**config.mk**
```make
export PLATFORM = sky130hd
export DESIGN_NAME = cmh_ctrl
export DESIGN_NICKNAME = d
export VERILOG_FILES = /design/src/cmh_pkg.sv /design/src/cmh_ctrl.sv /design/src/cmh_sclk_div.sv
export VERILOG_INCLUDE_DIRS = /design/src
export SDC_FILE = /design/constraint.sdc
export NUM_CORES = 1
export LEC_CHECK = 0
export BUFFER_PORTS_ARGS = -buffer_cell sky130_fd_sc_hd__buf_2
export CELL_PAD_IN_SITES_DETAIL_PLACEMENT = 1
export CELL_PAD_IN_SITES_GLOBAL_PLACEMENT = 1
export CORE_MARGIN = 2
export CORE_UTILIZATION = 43
export DETAILED_ROUTE_END_ITERATION = 6
export PLACE_DENSITY_LB_ADDON = 0.1
export SYNTH_ARGS = -nofsm -noshare
export SYNTH_HDL_FRONTEND = slang
export SYNTH_SLANG_ARGS = --single-unit
```
**constraint.sdc**
```tcl
create_clock -name ref_clk_i -period 7.7 [get_ports ref_clk_i]
set_input_delay 0.77 -clock ref_clk_i [delete_from_list [all_inputs] [get_ports ref_clk_i]]
set_output_delay 0.77 -clock ref_clk_i [all_outputs]
set_load 0.05 [all_outputs]
```
**src/cmh_defs.svh**
```systemverilog
`ifndef CMH_DEFS_SVH
`define CMH_DEFS_SVH

// Own clock rate and link bit clock shape
`define CMH_CLK_KHZ       40000
`define CMH_SCLK_HALF     4

// Control word layout
`define CMH_WORD_BITS     64
`define CMH_BIT_DCB       58
`define CMH_BIT_ITS       47

// Handover timing, in bit clock periods
`define CMH_ENTER_PERIODS 3
`define CMH_TAIL_BITS     2

// Timing in printed units
`define CMH_RST_LONG_MS   50
`define CMH_RST_SHORT_NS  100
`define CMH_STABLE_MS     2

// Derived cycle counts (least times round up)
`define CMH_RST_LONG_CYC  (`CMH_RST_LONG_MS * `CMH_CLK_KHZ)
`define CMH_RST_SHORT_CYC ((`CMH_RST_SHORT_NS * `CMH_CLK_KHZ + 999999) / 1000000)
`define CMH_STABLE_CYC    (`CMH_STABLE_MS * `CMH_CLK_KHZ)
`define CMH_ENTER_CYC     ((`CMH_ENTER_PERIODS + 1) * 2 * `CMH_SCLK_HALF)

`endif

```
**src/cmh_pkg.sv**
```systemverilog
package cmh_pkg;

   typedef enum logic [6:0] {
      CMH_RESET = 7'h01,
      CMH_IDLE  = 7'h02,
      CMH_ENTER = 7'h04,
      CMH_SEND0 = 7'h08,
      CMH_SEND1 = 7'h10,
      CMH_TAIL  = 7'h20,
      CMH_HOLD  = 7'h40
   } cmh_state_t;

   typedef struct packed {
      cmh_state_t  st;
      logic [31:0] cnt;
      logic        long_rst;
      logic [5:0]  bit_idx;
      logic [63:0] tx_word;
      logic [63:0] rx_shift;
      logic [63:0] echo;
      logic        first_frame;
      logic        dcs;
      logic        rst_n;
      logic        power_down_input;
      logic        serial_tx_line_m;
      logic        serial_tx_line_s;
      logic        word_chain_in;
      logic        serial_rx_line;
      logic        oe;
      logic        done;
      logic        dev_master;
      logic        its;
      logic        ext_src;
   } cmh_regs_t;

   typedef struct packed {
      logic [7:0] cnt;
      logic       sclk;
      logic       rise;
      logic       fall;
   } cmh_div_t;

endpackage

```
**src/cmh_ctrl.sv**
```systemverilog
// Notes on behaviour
// - Hold codec reset 50 ms at power-up or after power-down, else 100 ns.
// - Handshake bit sits at word bit 58 and passes bus ownership.
// - Caller should ramp audio down before control mode is entered.
// - Controller waits four periods before clocking when codec was master.
// - Codec master with external timing: controller may clock at once.
// - Controller clocks four periods first; chain input stays low until word.
// - Codec slave: controller keeps clocking, chain input after four periods.
// - Send words with handshake bit clear until echo reads zero.
// - With external clock source, hold selection 2 ms before raising select.
// - Never set handshake bit before the zero echo arrives.
// - Supply at least 65 bit clocks for the final word.
`timescale 1ns/1ps
`default_nettype none
`include "cmh_defs.svh"

module cmh_ctrl
   import cmh_pkg::*;
#(
   parameter int unsigned RST_LONG_CYC = `CMH_RST_LONG_CYC,
   parameter int unsigned STABLE_CYC   = `CMH_STABLE_CYC
) (
   input  wire logic        ref_clk_i,
   input  wire logic        sys_rst_i,
   input  wire logic        start_i,
   input  wire logic [63:0] cfg_word_i,
   input  wire logic        dev_master_i,
   input  wire logic        ext_src_i,
   input  wire logic        power_down_i,
   input  wire logic        reset_req_i,
   input  wire logic        serial_tx_line_i,
   output logic             busy_o,
   output logic             done_o,
   output logic [63:0]      echo_word_o,
   output logic             codec_rst_n_o,
   output logic             power_down_input_o,
   output logic             data_control_select_o,
   output logic             sclk_o,
   output logic             sclk_oe_o,
   output logic             word_chain_in_o,
   output logic             serial_rx_line_o
);

   cmh_regs_t   s;
   cmh_regs_t   nxt;
   logic        sc_rise;
   logic        sc_fall;
   logic [63:0] new_echo;
   logic        frame_end;
   logic [31:0] rst_lim;

   cmh_sclk_div #(
      .HALF(`CMH_SCLK_HALF)
   ) u_div (
      .ref_clk_i(ref_clk_i),
      .sys_rst_i(sys_rst_i),
      .run_i    (s.oe),
      .sclk_o   (sclk_o),
      .rise_o   (sc_rise),
      .fall_o   (sc_fall)
   );

   always_comb begin
      nxt        = s;
      new_echo   = {s.rx_shift[62:0], s.serial_tx_line_s};
      frame_end  = 1'b0;
      rst_lim    = s.long_rst ? 32'(RST_LONG_CYC) : 32'(`CMH_RST_SHORT_CYC);
      nxt.done   = 1'b0;
      nxt.power_down_input    = power_down_i;
      nxt.serial_tx_line_m = serial_tx_line_i;
      nxt.serial_tx_line_s = s.serial_tx_line_m;
      // Bit engine: drive on rise, sample echo on fall, one word per frame
      if (s.st == CMH_SEND0 || s.st == CMH_SEND1) begin
         if (sc_rise) begin
            nxt.serial_rx_line = s.tx_word[6'd63 - s.bit_idx];
            nxt.word_chain_in = (s.bit_idx == 6'd0);
         end
         if (sc_fall) begin
            nxt.rx_shift = new_echo;
            nxt.bit_idx  = s.bit_idx + 6'd1;
            frame_end    = (s.bit_idx == 6'd63);
         end
      end
      unique case (s.st)
         CMH_RESET: begin
            nxt.rst_n = 1'b0;
            nxt.dcs   = 1'b0;
            if (s.cnt + 32'd1 >= rst_lim) begin
               nxt.st         = CMH_IDLE;
               nxt.rst_n      = 1'b1;
               nxt.long_rst   = 1'b0;
               nxt.cnt        = '0;
               nxt.dev_master = 1'b0;
            end else begin
               nxt.cnt = s.cnt + 32'd1;
            end
         end
         CMH_IDLE: begin
            // Caller is expected to have ramped the volume down by now
            if (start_i) begin
               nxt.tx_word    = {cfg_word_i[63:59], 1'b0, cfg_word_i[57:0]};
               nxt.dev_master = s.dcs & dev_master_i;
               nxt.ext_src    = ext_src_i;
               nxt.dcs        = 1'b0;
               nxt.cnt        = '0;
               nxt.st         = CMH_ENTER;
            end
         end
         CMH_ENTER: begin
            nxt.word_chain_in = 1'b0;
            if (s.cnt + 32'd1 >= 32'(`CMH_ENTER_CYC)) begin
               nxt.st          = CMH_SEND0;
               nxt.cnt         = '0;
               nxt.bit_idx     = 6'd0;
               nxt.first_frame = 1'b1;
            end else begin
               nxt.cnt = s.cnt + 32'd1;
            end
         end
         CMH_SEND0: begin
            if (frame_end) begin
               nxt.echo        = new_echo;
               nxt.first_frame = 1'b0;
               // Bit flips only at a word boundary, so no glitch can reach the codec
               if (!s.first_frame && !new_echo[`CMH_BIT_DCB]) begin
                  nxt.st                   = CMH_SEND1;
                  nxt.tx_word[`CMH_BIT_DCB] = 1'b1;
                  nxt.first_frame          = 1'b1;
               end
            end
         end
         CMH_SEND1: begin
            if (frame_end) begin
               nxt.echo        = new_echo;
               nxt.first_frame = 1'b0;
               // First echo here still reflects the last zero word
               if (!s.first_frame && new_echo[`CMH_BIT_DCB]) begin
                  nxt.st   = CMH_TAIL;
                  nxt.cnt  = '0;
                  nxt.word_chain_in = 1'b0;
                  nxt.serial_rx_line = 1'b0;
               end
            end
         end
         CMH_TAIL: begin
            if (sc_rise) begin
               if (s.cnt + 32'd1 >= 32'(`CMH_TAIL_BITS)) begin
                  nxt.st  = CMH_HOLD;
                  nxt.cnt = '0;
               end else begin
                  nxt.cnt = s.cnt + 32'd1;
               end
            end
         end
         CMH_HOLD: begin
            if (!s.ext_src || s.cnt + 32'd1 >= 32'(STABLE_CYC)) begin
               nxt.st   = CMH_IDLE;
               nxt.dcs  = 1'b1;
               nxt.done = 1'b1;
               nxt.its  = s.tx_word[`CMH_BIT_ITS];
               nxt.cnt  = '0;
            end else begin
               nxt.cnt = s.cnt + 32'd1;
            end
         end
         default: begin
            nxt.st = CMH_RESET;
         end
      endcase
      // Leaving power-down always needs the long reset
      if (power_down_i) begin
         nxt.st       = CMH_RESET;
         nxt.long_rst = 1'b1;
         nxt.cnt      = '0;
         nxt.rst_n    = 1'b0;
         nxt.dcs      = 1'b0;
      end else if (reset_req_i && s.st != CMH_RESET) begin
         nxt.st    = CMH_RESET;
         nxt.cnt   = '0;
         nxt.rst_n = 1'b0;
         nxt.dcs   = 1'b0;
      end
      // Codec mastering with internal timing owns the clock for a while
      nxt.oe = (nxt.st inside {CMH_SEND0, CMH_SEND1, CMH_TAIL, CMH_HOLD})
             || (nxt.st == CMH_ENTER && (!nxt.dev_master || nxt.its))
             || (nxt.st == CMH_IDLE && nxt.dcs && !nxt.dev_master);
   end

   always_ff @(posedge ref_clk_i) begin
      if (sys_rst_i) begin
         s          <= '0;
         s.st       <= CMH_RESET;
         s.long_rst <= 1'b1;
      end else begin
         s <= nxt;
      end
   end

   assign busy_o                = (s.st != CMH_IDLE);
   assign done_o                = s.done;
   assign echo_word_o           = s.echo;
   assign codec_rst_n_o         = s.rst_n;
   assign power_down_input_o    = s.power_down_input;
   assign data_control_select_o = s.dcs;
   assign sclk_oe_o             = s.oe;
   assign word_chain_in_o       = s.word_chain_in;
   assign serial_rx_line_o      = s.serial_rx_line;
endmodule

`default_nettype wire

```
**src/cmh_sclk_div.sv**
```systemverilog
`timescale 1ns/1ps
`default_nettype none

module cmh_sclk_div
   import cmh_pkg::*;
#(
   parameter int unsigned HALF = 4
) (
   input  wire logic ref_clk_i,
   input  wire logic sys_rst_i,
   input  wire logic run_i,
   output logic      sclk_o,
   output logic      rise_o,
   output logic      fall_o
);

   cmh_div_t s;
   cmh_div_t nxt;

   // Clock restarts low so the first edge after a start is always a rise
   always_comb begin
      nxt      = s;
      nxt.rise = 1'b0;
      nxt.fall = 1'b0;
      if (!run_i) begin
         nxt.cnt  = 8'h00;
         nxt.sclk = 1'b0;
      end else if (s.cnt == 8'(HALF - 1)) begin
         nxt.cnt  = 8'h00;
         nxt.sclk = ~s.sclk;
         nxt.rise = ~s.sclk;
         nxt.fall = s.sclk;
      end else begin
         nxt.cnt = s.cnt + 8'h01;
      end
   end

   always_ff @(posedge ref_clk_i) begin
      if (sys_rst_i) begin
         s <= '0;
      end else begin
         s <= nxt;
      end
   end

   assign sclk_o = s.sclk;
   assign rise_o = s.rise;
   assign fall_o = s.fall;

endmodule

`default_nettype wire

```
== Word level (Yosys, flattened, before mapping) ==
Cells that the tools add are included.
Operators by class
  $add $sub $neg: 4
  reduce and logical (&&, ||, !) cells: 34
  mux-type cells: 56
  eq/ne operators: 24
  $lt $le $gt $ge: 5
  bitwise logic cells: 5
Operator list (number)
  $mux W39: 6
  $pmux W32 S6: 1
  $mux W65: 2
  $mux W32: 4
  $pmux W64 S2: 1
  $mux W59: 1
  $pmux W7 S7: 1
  $mux W7: 6
  $add A32 B1 Y32 const B: 1
  $ge A32 B17 Y1 const B: 1
  $ge A32 B2 Y1 const B: 1
  $ge A32 B21 Y1: 1
  $ge A32 B6 Y1 const B: 1
  $mux W6: 4
  $mux W21: 1
  $mux W1: 17
  $eq A7 B2 Y1 const B: 2
  $eq A7 B3 Y1 const B: 2
  $eq A7 B4 Y1 const B: 2
  $eq A7 B5 Y1 const B: 2
  $eq A7 B6 Y1 const B: 2
  $eq A7 B7 Y1 const B: 2
  $mux W2: 6
  $reduce_or A3 Y1: 3
  other kinds (29): 58
Word-level totals
  output and inout port bits: 73
  logic and storage cells: 153
  register bits: 261
  input port bits: 72

== Longest topological paths before layout ==
  depth after elaboration: 11
  depth in mapped cells: 18
  mapped depth without buffers: 15

== By module ==
Synthesis repeated with hierarchy kept, for this count alone.
Second synthesis, totals
  cells, all modules: 1509
  area, all modules: 11822.6 µm²
Modules (own cells, without submodules)
  cmh_ctrl: seq. area each 5004.8 µm², instances 1, cells an instance 1461, area an instance 11389.7 µm²
  cmh_sclk_div: seq. area each 220.2 µm², instances 1, cells an instance 48, area an instance 432.9 µm²

== Worst setup path before layout ==
OpenSTA, ideal clock, no wires.
  path type: reg2reg
  from: register s[214] in the netlist's numbering
  to: register s[221] in the netlist's numbering
  data arrival time: 3344 ps
  library setup time: 128 ps
  path slack: 4228 ps
  path buffers: 3
  data required time: 7572 ps
  clock period less this slack: 3472 ps
  stages on the path, launching flop included: 18
  cells stage by stage: dfxtp_1 buf_2 nand4_1 buf_2 nor4_1 nand3_1 xnor2_1 ha_1 nand3_1 or4bb_1 a31oi_1 nor4b_1 a22oi_1 o21a_2 buf_2 o21ai_0 a21oi_1 nor2_1
Between the ends
  word-level cells in the longest chain between the ends: 5
  elaborated cells between the ends (all ways): 12
  those cells by class: add/sub (1); order compare (4); mux (6); reduce/logical (1)
RTL lines
  from (decl): line cmh_ctrl.sv:44  | cmh_regs_t s;
  from (signal assigned): line cmh_ctrl.sv:195  | s <= nxt;
  $add A32 B1 Y32 (*)
  $ge A32 B2 Y1 / $ge A32 B17 Y1 (equally long branches): line cmh_ctrl.sv:147, cmh_ctrl.sv:156
  $mux W32 / $logic_or A1 B1 Y1 (equally long branches): line cmh_ctrl.sv:147, cmh_ctrl.sv:156
  $mux W39 / $mux W32 (equally long branches): line cmh_ctrl.sv:146, cmh_ctrl.sv:156
  $pmux W32 S6 (*): line cmh_ctrl.sv:84  | unique case (s.st)
Mark *: on every way between the ends. The rest lies on a longest branch, timed or not. The select of a mux whose other input is x is not followed.
A chain may end at the register's enable or synchronous reset.

== Worst setup path after layout ==
  from: register s[214] in the netlist's numbering
  to: register s[217] in the netlist's numbering
Same word-level chain as after synthesis.

==> impl.org <==
** Min path
- Worst hold path type :: reg -> reg

** Drt
- Via count :: between 9000 and 10000
- DRC violations left :: 0
- Number of detailed-route iterations in the first pass :: 4
- Antenna violation net count after detailed routing :: 0
- Via-to-Cell Ratio :: 5.329
- Detailed Route Iter0 Violations :: 556
- Final WL :: 31180 um
- Wire length per cell after detailed routing :: 16.77 um

** Global routing
- For met1 alone, demand over resource in global routing was 0.2775.
- Met3 layer usage reported by global route :: 0.03156
- Global-route wire length before repair :: 51490 um
- Overflow after GRT :: 0
- The initial antenna violation count is 4.
- Across every metal layer, demand over resource in global routing totals 0.2183.
- Entering global routing, the biggest net connects 141 pins.
- The via count of the first global-routing pass was a little over 10000.
- Global routing usage on met2 :: 0.3911
- The global routing stage identified its most utilized layer as met2.

** STA
- RSZ-0062 raised after global routing :: no
- Share of the cycle needed by the critical path after routing :: 0.6260
- Setup violations remaining at the end of the flow were counted as 0.
- Fin. Hold Viols :: 0
- For this run, the top clock speed supported by timing is 207.5 MHz.
- Worst Hold Margin :: 0.4491 ns
- Clock tree skew after final layout :: slightly below 0.009 ns
- Post-layout worst setup margin :: roughly 2.9 ns
- Final critical-path required period :: a little under 5 ns
- For the pin with the worst max-slew slack, the measured transition is 1.149 ns.
- Measured against its own limit, the worst slew margin works out to 0.2343.
- Summed over all failing endpoints, the final setup total negative slack is 0 ns.
- The number of slew-limit violations in the final report is 0.

** Cells and area
- Counting the fill cells in the layout gives ~3300.
- Of the cells placed in the final design, the portion with a size suffix greater than 1 is 0.1617.
- Post-Layout Cell Count :: 1859
- The final layout contains 1575 nets.
- Layout area overhead :: 11.61%

** Yosys
- Library cells used by synthesis :: 70
- Number of standard cells after synthesis :: 1471
- In the post-synthesis netlist, the biggest area contributors are dfxtp_1 (45%), nand2_1 (14%), a21oi_1 (9.5%).
- Mapped Nets :: 1555
- In the synthesized netlist the dominant register cell turns out to be dfxtp_1.
- Most area-hungry cell type in the Yosys netlist :: dfxtp_1
- Total standard cell area after synthesis :: 0.01169 mm^2
- Number of register bits inferred by synthesis :: 261
- In the synthesized netlist the async set-or-reset flop fraction comes to 0.
- The average instance in the mapped netlist occupies 7.944 um^2.
- Fraction of post-synthesis cell area in the top cell type by area :: 0.4471
- Synthesis Warnings :: 0
- Leading post-synthesis cells by instance count :: nand2_1 (433), dfxtp_1 (261), a21oi_1 (222), clkbuf_1 (72), buf_4 (66)
- Most common cell in the synthesized netlist :: nand2_1
- The share of the Yosys chip area taken by registers is 0.4471.
- Yosys mapped a number of flops with a built-in enable equal to 0.

** Die
- The die is 168.9 um tall.
- The die covers 0.02851 mm^2.
- The core region is 0.02680 mm^2.
- The initial utilization of the core area, before any placement, comes to 0.4360.
- The die is 168.9 um wide.
- For this design the top-level I/O count stands at 145.
- The initialized floorplan defines 60 standard-cell rows.

** Clock tree
- TritonCTS built the clock tree.
- Once the clock tree was built, the setup fixing pass inserted 0 buffers.
- The longest clock path from root to sink contains 3 buffers.
- CTS HTree Levels :: 1
- Post-CTS sizing :: 0
- Clock Sinks :: 261
- Register clock-pin slew on the reported worst setup and hold paths :: 0.06 ns
- The root buffer cell chosen for the clock tree is clkbuf_16.
- Total CTS buffers :: 30
- Clock latency reported for the late side of the worst-skew pair :: 0.55 ns
- Post-CTS Hold Fix Bufs :: 0

** Setup path
- Data arrival at the endpoint of the critical path :: between 5 and 6 ns
- The worst setup path is launched from a register.
- Critical path data required time :: between 8 and 9 ns
- Maximum fanout encountered on the critical timing path :: 26
- Worst-case register-to-register setup slack :: 2.88 ns
- Worst Path Class, Setup :: reg -> reg
- Critical path capture point type :: register

** Place
- RD Place Congestion :: 0.8337
- OpenSTA, run right after detailed placement, puts the worst setup slack at roughly 2.9 ns.
- After legalization and detailed placement, the total HPWL measured 20720 um.
- Port bufs :: 143
- The number of placed instances, taps included, is between 1500 and 2000.

** Status
- The flow ran to the end, and the final reports show no timing, DRC or antenna violations.

** Pwr
- Power per unit of standard cell area :: 216.9 mW/mm^2
- Leakage power total :: 4.755 nW
- IR analysis of the VDD net gives a maximum drop of ~0.15 mV.

** Flow run
- Max-cap violations in this run came to 0.
## kinds of logic (layout without fill, tap and decap cells)
kind of cell,count (synthesis),after routing,synth area share
AOI/OAI and AO/OA,310,310,0.1498
xor gates and xnor gates,28,28,0.02098
adders and majority gates,12,12,0.01285
buffers and inverters,179,223,0.08169
DFF,261,261,0.4471
muxes,23,23,0.03480
other,0,3,0
and+or+nand+nor,658,658,0.2528
## where the power goes
part           leakage [nW]  switching, mW  internal [mW]
registers              2.10        0.00151           1.35
logic                  2.15         0.0322         0.0172
clock network         0.505          0.566          0.861
total                  4.75          0.600           2.23
## flip-flops by register name (all words and copies together), names as in the netlist
signal                 flops
s                        114
word_chain_in_o            1
codec_rst_n_o              1
done_o                     1
power_down_input_o         1
echo_word_o               64
u_div.rise_o               1
u_div.sclk_o               1
new_echo                  64
serial_rx_line_o           1
u_div.s                    8
data_control_select_o      1
nxt                        1
u_div.fall_o               1
sclk_oe_o                  1
## metal layers
layer,wire [um],part of all wire
met1,13990,0.45
met2,15240,0.49
met3,1331,0.043
met4,598,0.019
met5,13,0.00042
## cells in the final DEF (no fill, tap or decap), types with 4 or more instances in the layout
cell / count
xor2_1: 10
ha_1: 12
buf_4: 11
buf_2: 142
mux4_2: 14
and3_1: 11
a21oi_1: 222
or2_2: 8
or4_1: 8
nor4_1: 12
o31ai_1: 5
nand2b_1: 9
o211ai_1: 4
a31oi_1: 5
and4_1: 4
nand2_2: 4
nand3b_1: 7
xnor2_1: 18
dfxtp_1: 261
clkinv_2: 7
nand4_1: 9
a22oi_1: 4
o221ai_1: 5
or3_1: 7
clkbuf_1: 6
and2_1: 17
a21o_1: 5
o21ai_0: 21
a2bb2oi_1: 5
inv_1: 13
clkbuf_16: 30
clkbuf_8: 8
a211oi_1: 10
nor3_1: 16
nor2_1: 59
mux2i_1: 8
nor2b_1: 12
nand3_1: 24
nand2_1: 430
## stage by stage
step | power, mW | util | area (um^2)
detailed placement | 1.433 | 0.4486 | 12020
floorplan | 1.405 | - | 11690
CTS | 2.866 | 0.4864 | 13040
global placement | 1.433 | 0.4486 | 12020
global route | 2.922 | 0.4865 | 13040
finish | 2.829 | 0.4866 | 13040
## worst max-delay path, cell delays in order (launching register included)
cell and delay (ns):
dfxtp_1 0.51, nand4_1 0.51, nor4_1 0.62, nand3_1 0.18, xnor2_1 0.38, ha_1 0.31
nand3_1 0.11, o21ai_0 0.08, a21oi_1 0.16, nor4b_1 0.59, a22oi_1 0.19, o21a_2 0.33
nor2_2 0.48, nand3b_1 0.13, a21oi_1 0.15
## cell type report
type                       count  area (um^2)  share of cell area
multi-input combinational   1031         5518              0.4231
sequential                   261         5225              0.4006
clock buffer                  44        883.3             0.06773
timing repair buffer         154        804.5             0.06168
tap                          341        426.7             0.03271
clock inverter                12        128.9            0.009881
inverter                      13        48.80            0.003741
antenna                        3        7.507           0.0005756
## final timing paths
check | startpoint | end | cells past startpoint
setup reg to reg | s[214] | s[217] | 14
hold / removal | echo_word_o[17] | echo_word_o[17] | 2
hold reg to reg | echo_word_o[17] | echo_word_o[17] | 2
setup / recovery | s[214] | s[217] | 14
No activity file was read; power rests on OpenSTA's default activity.
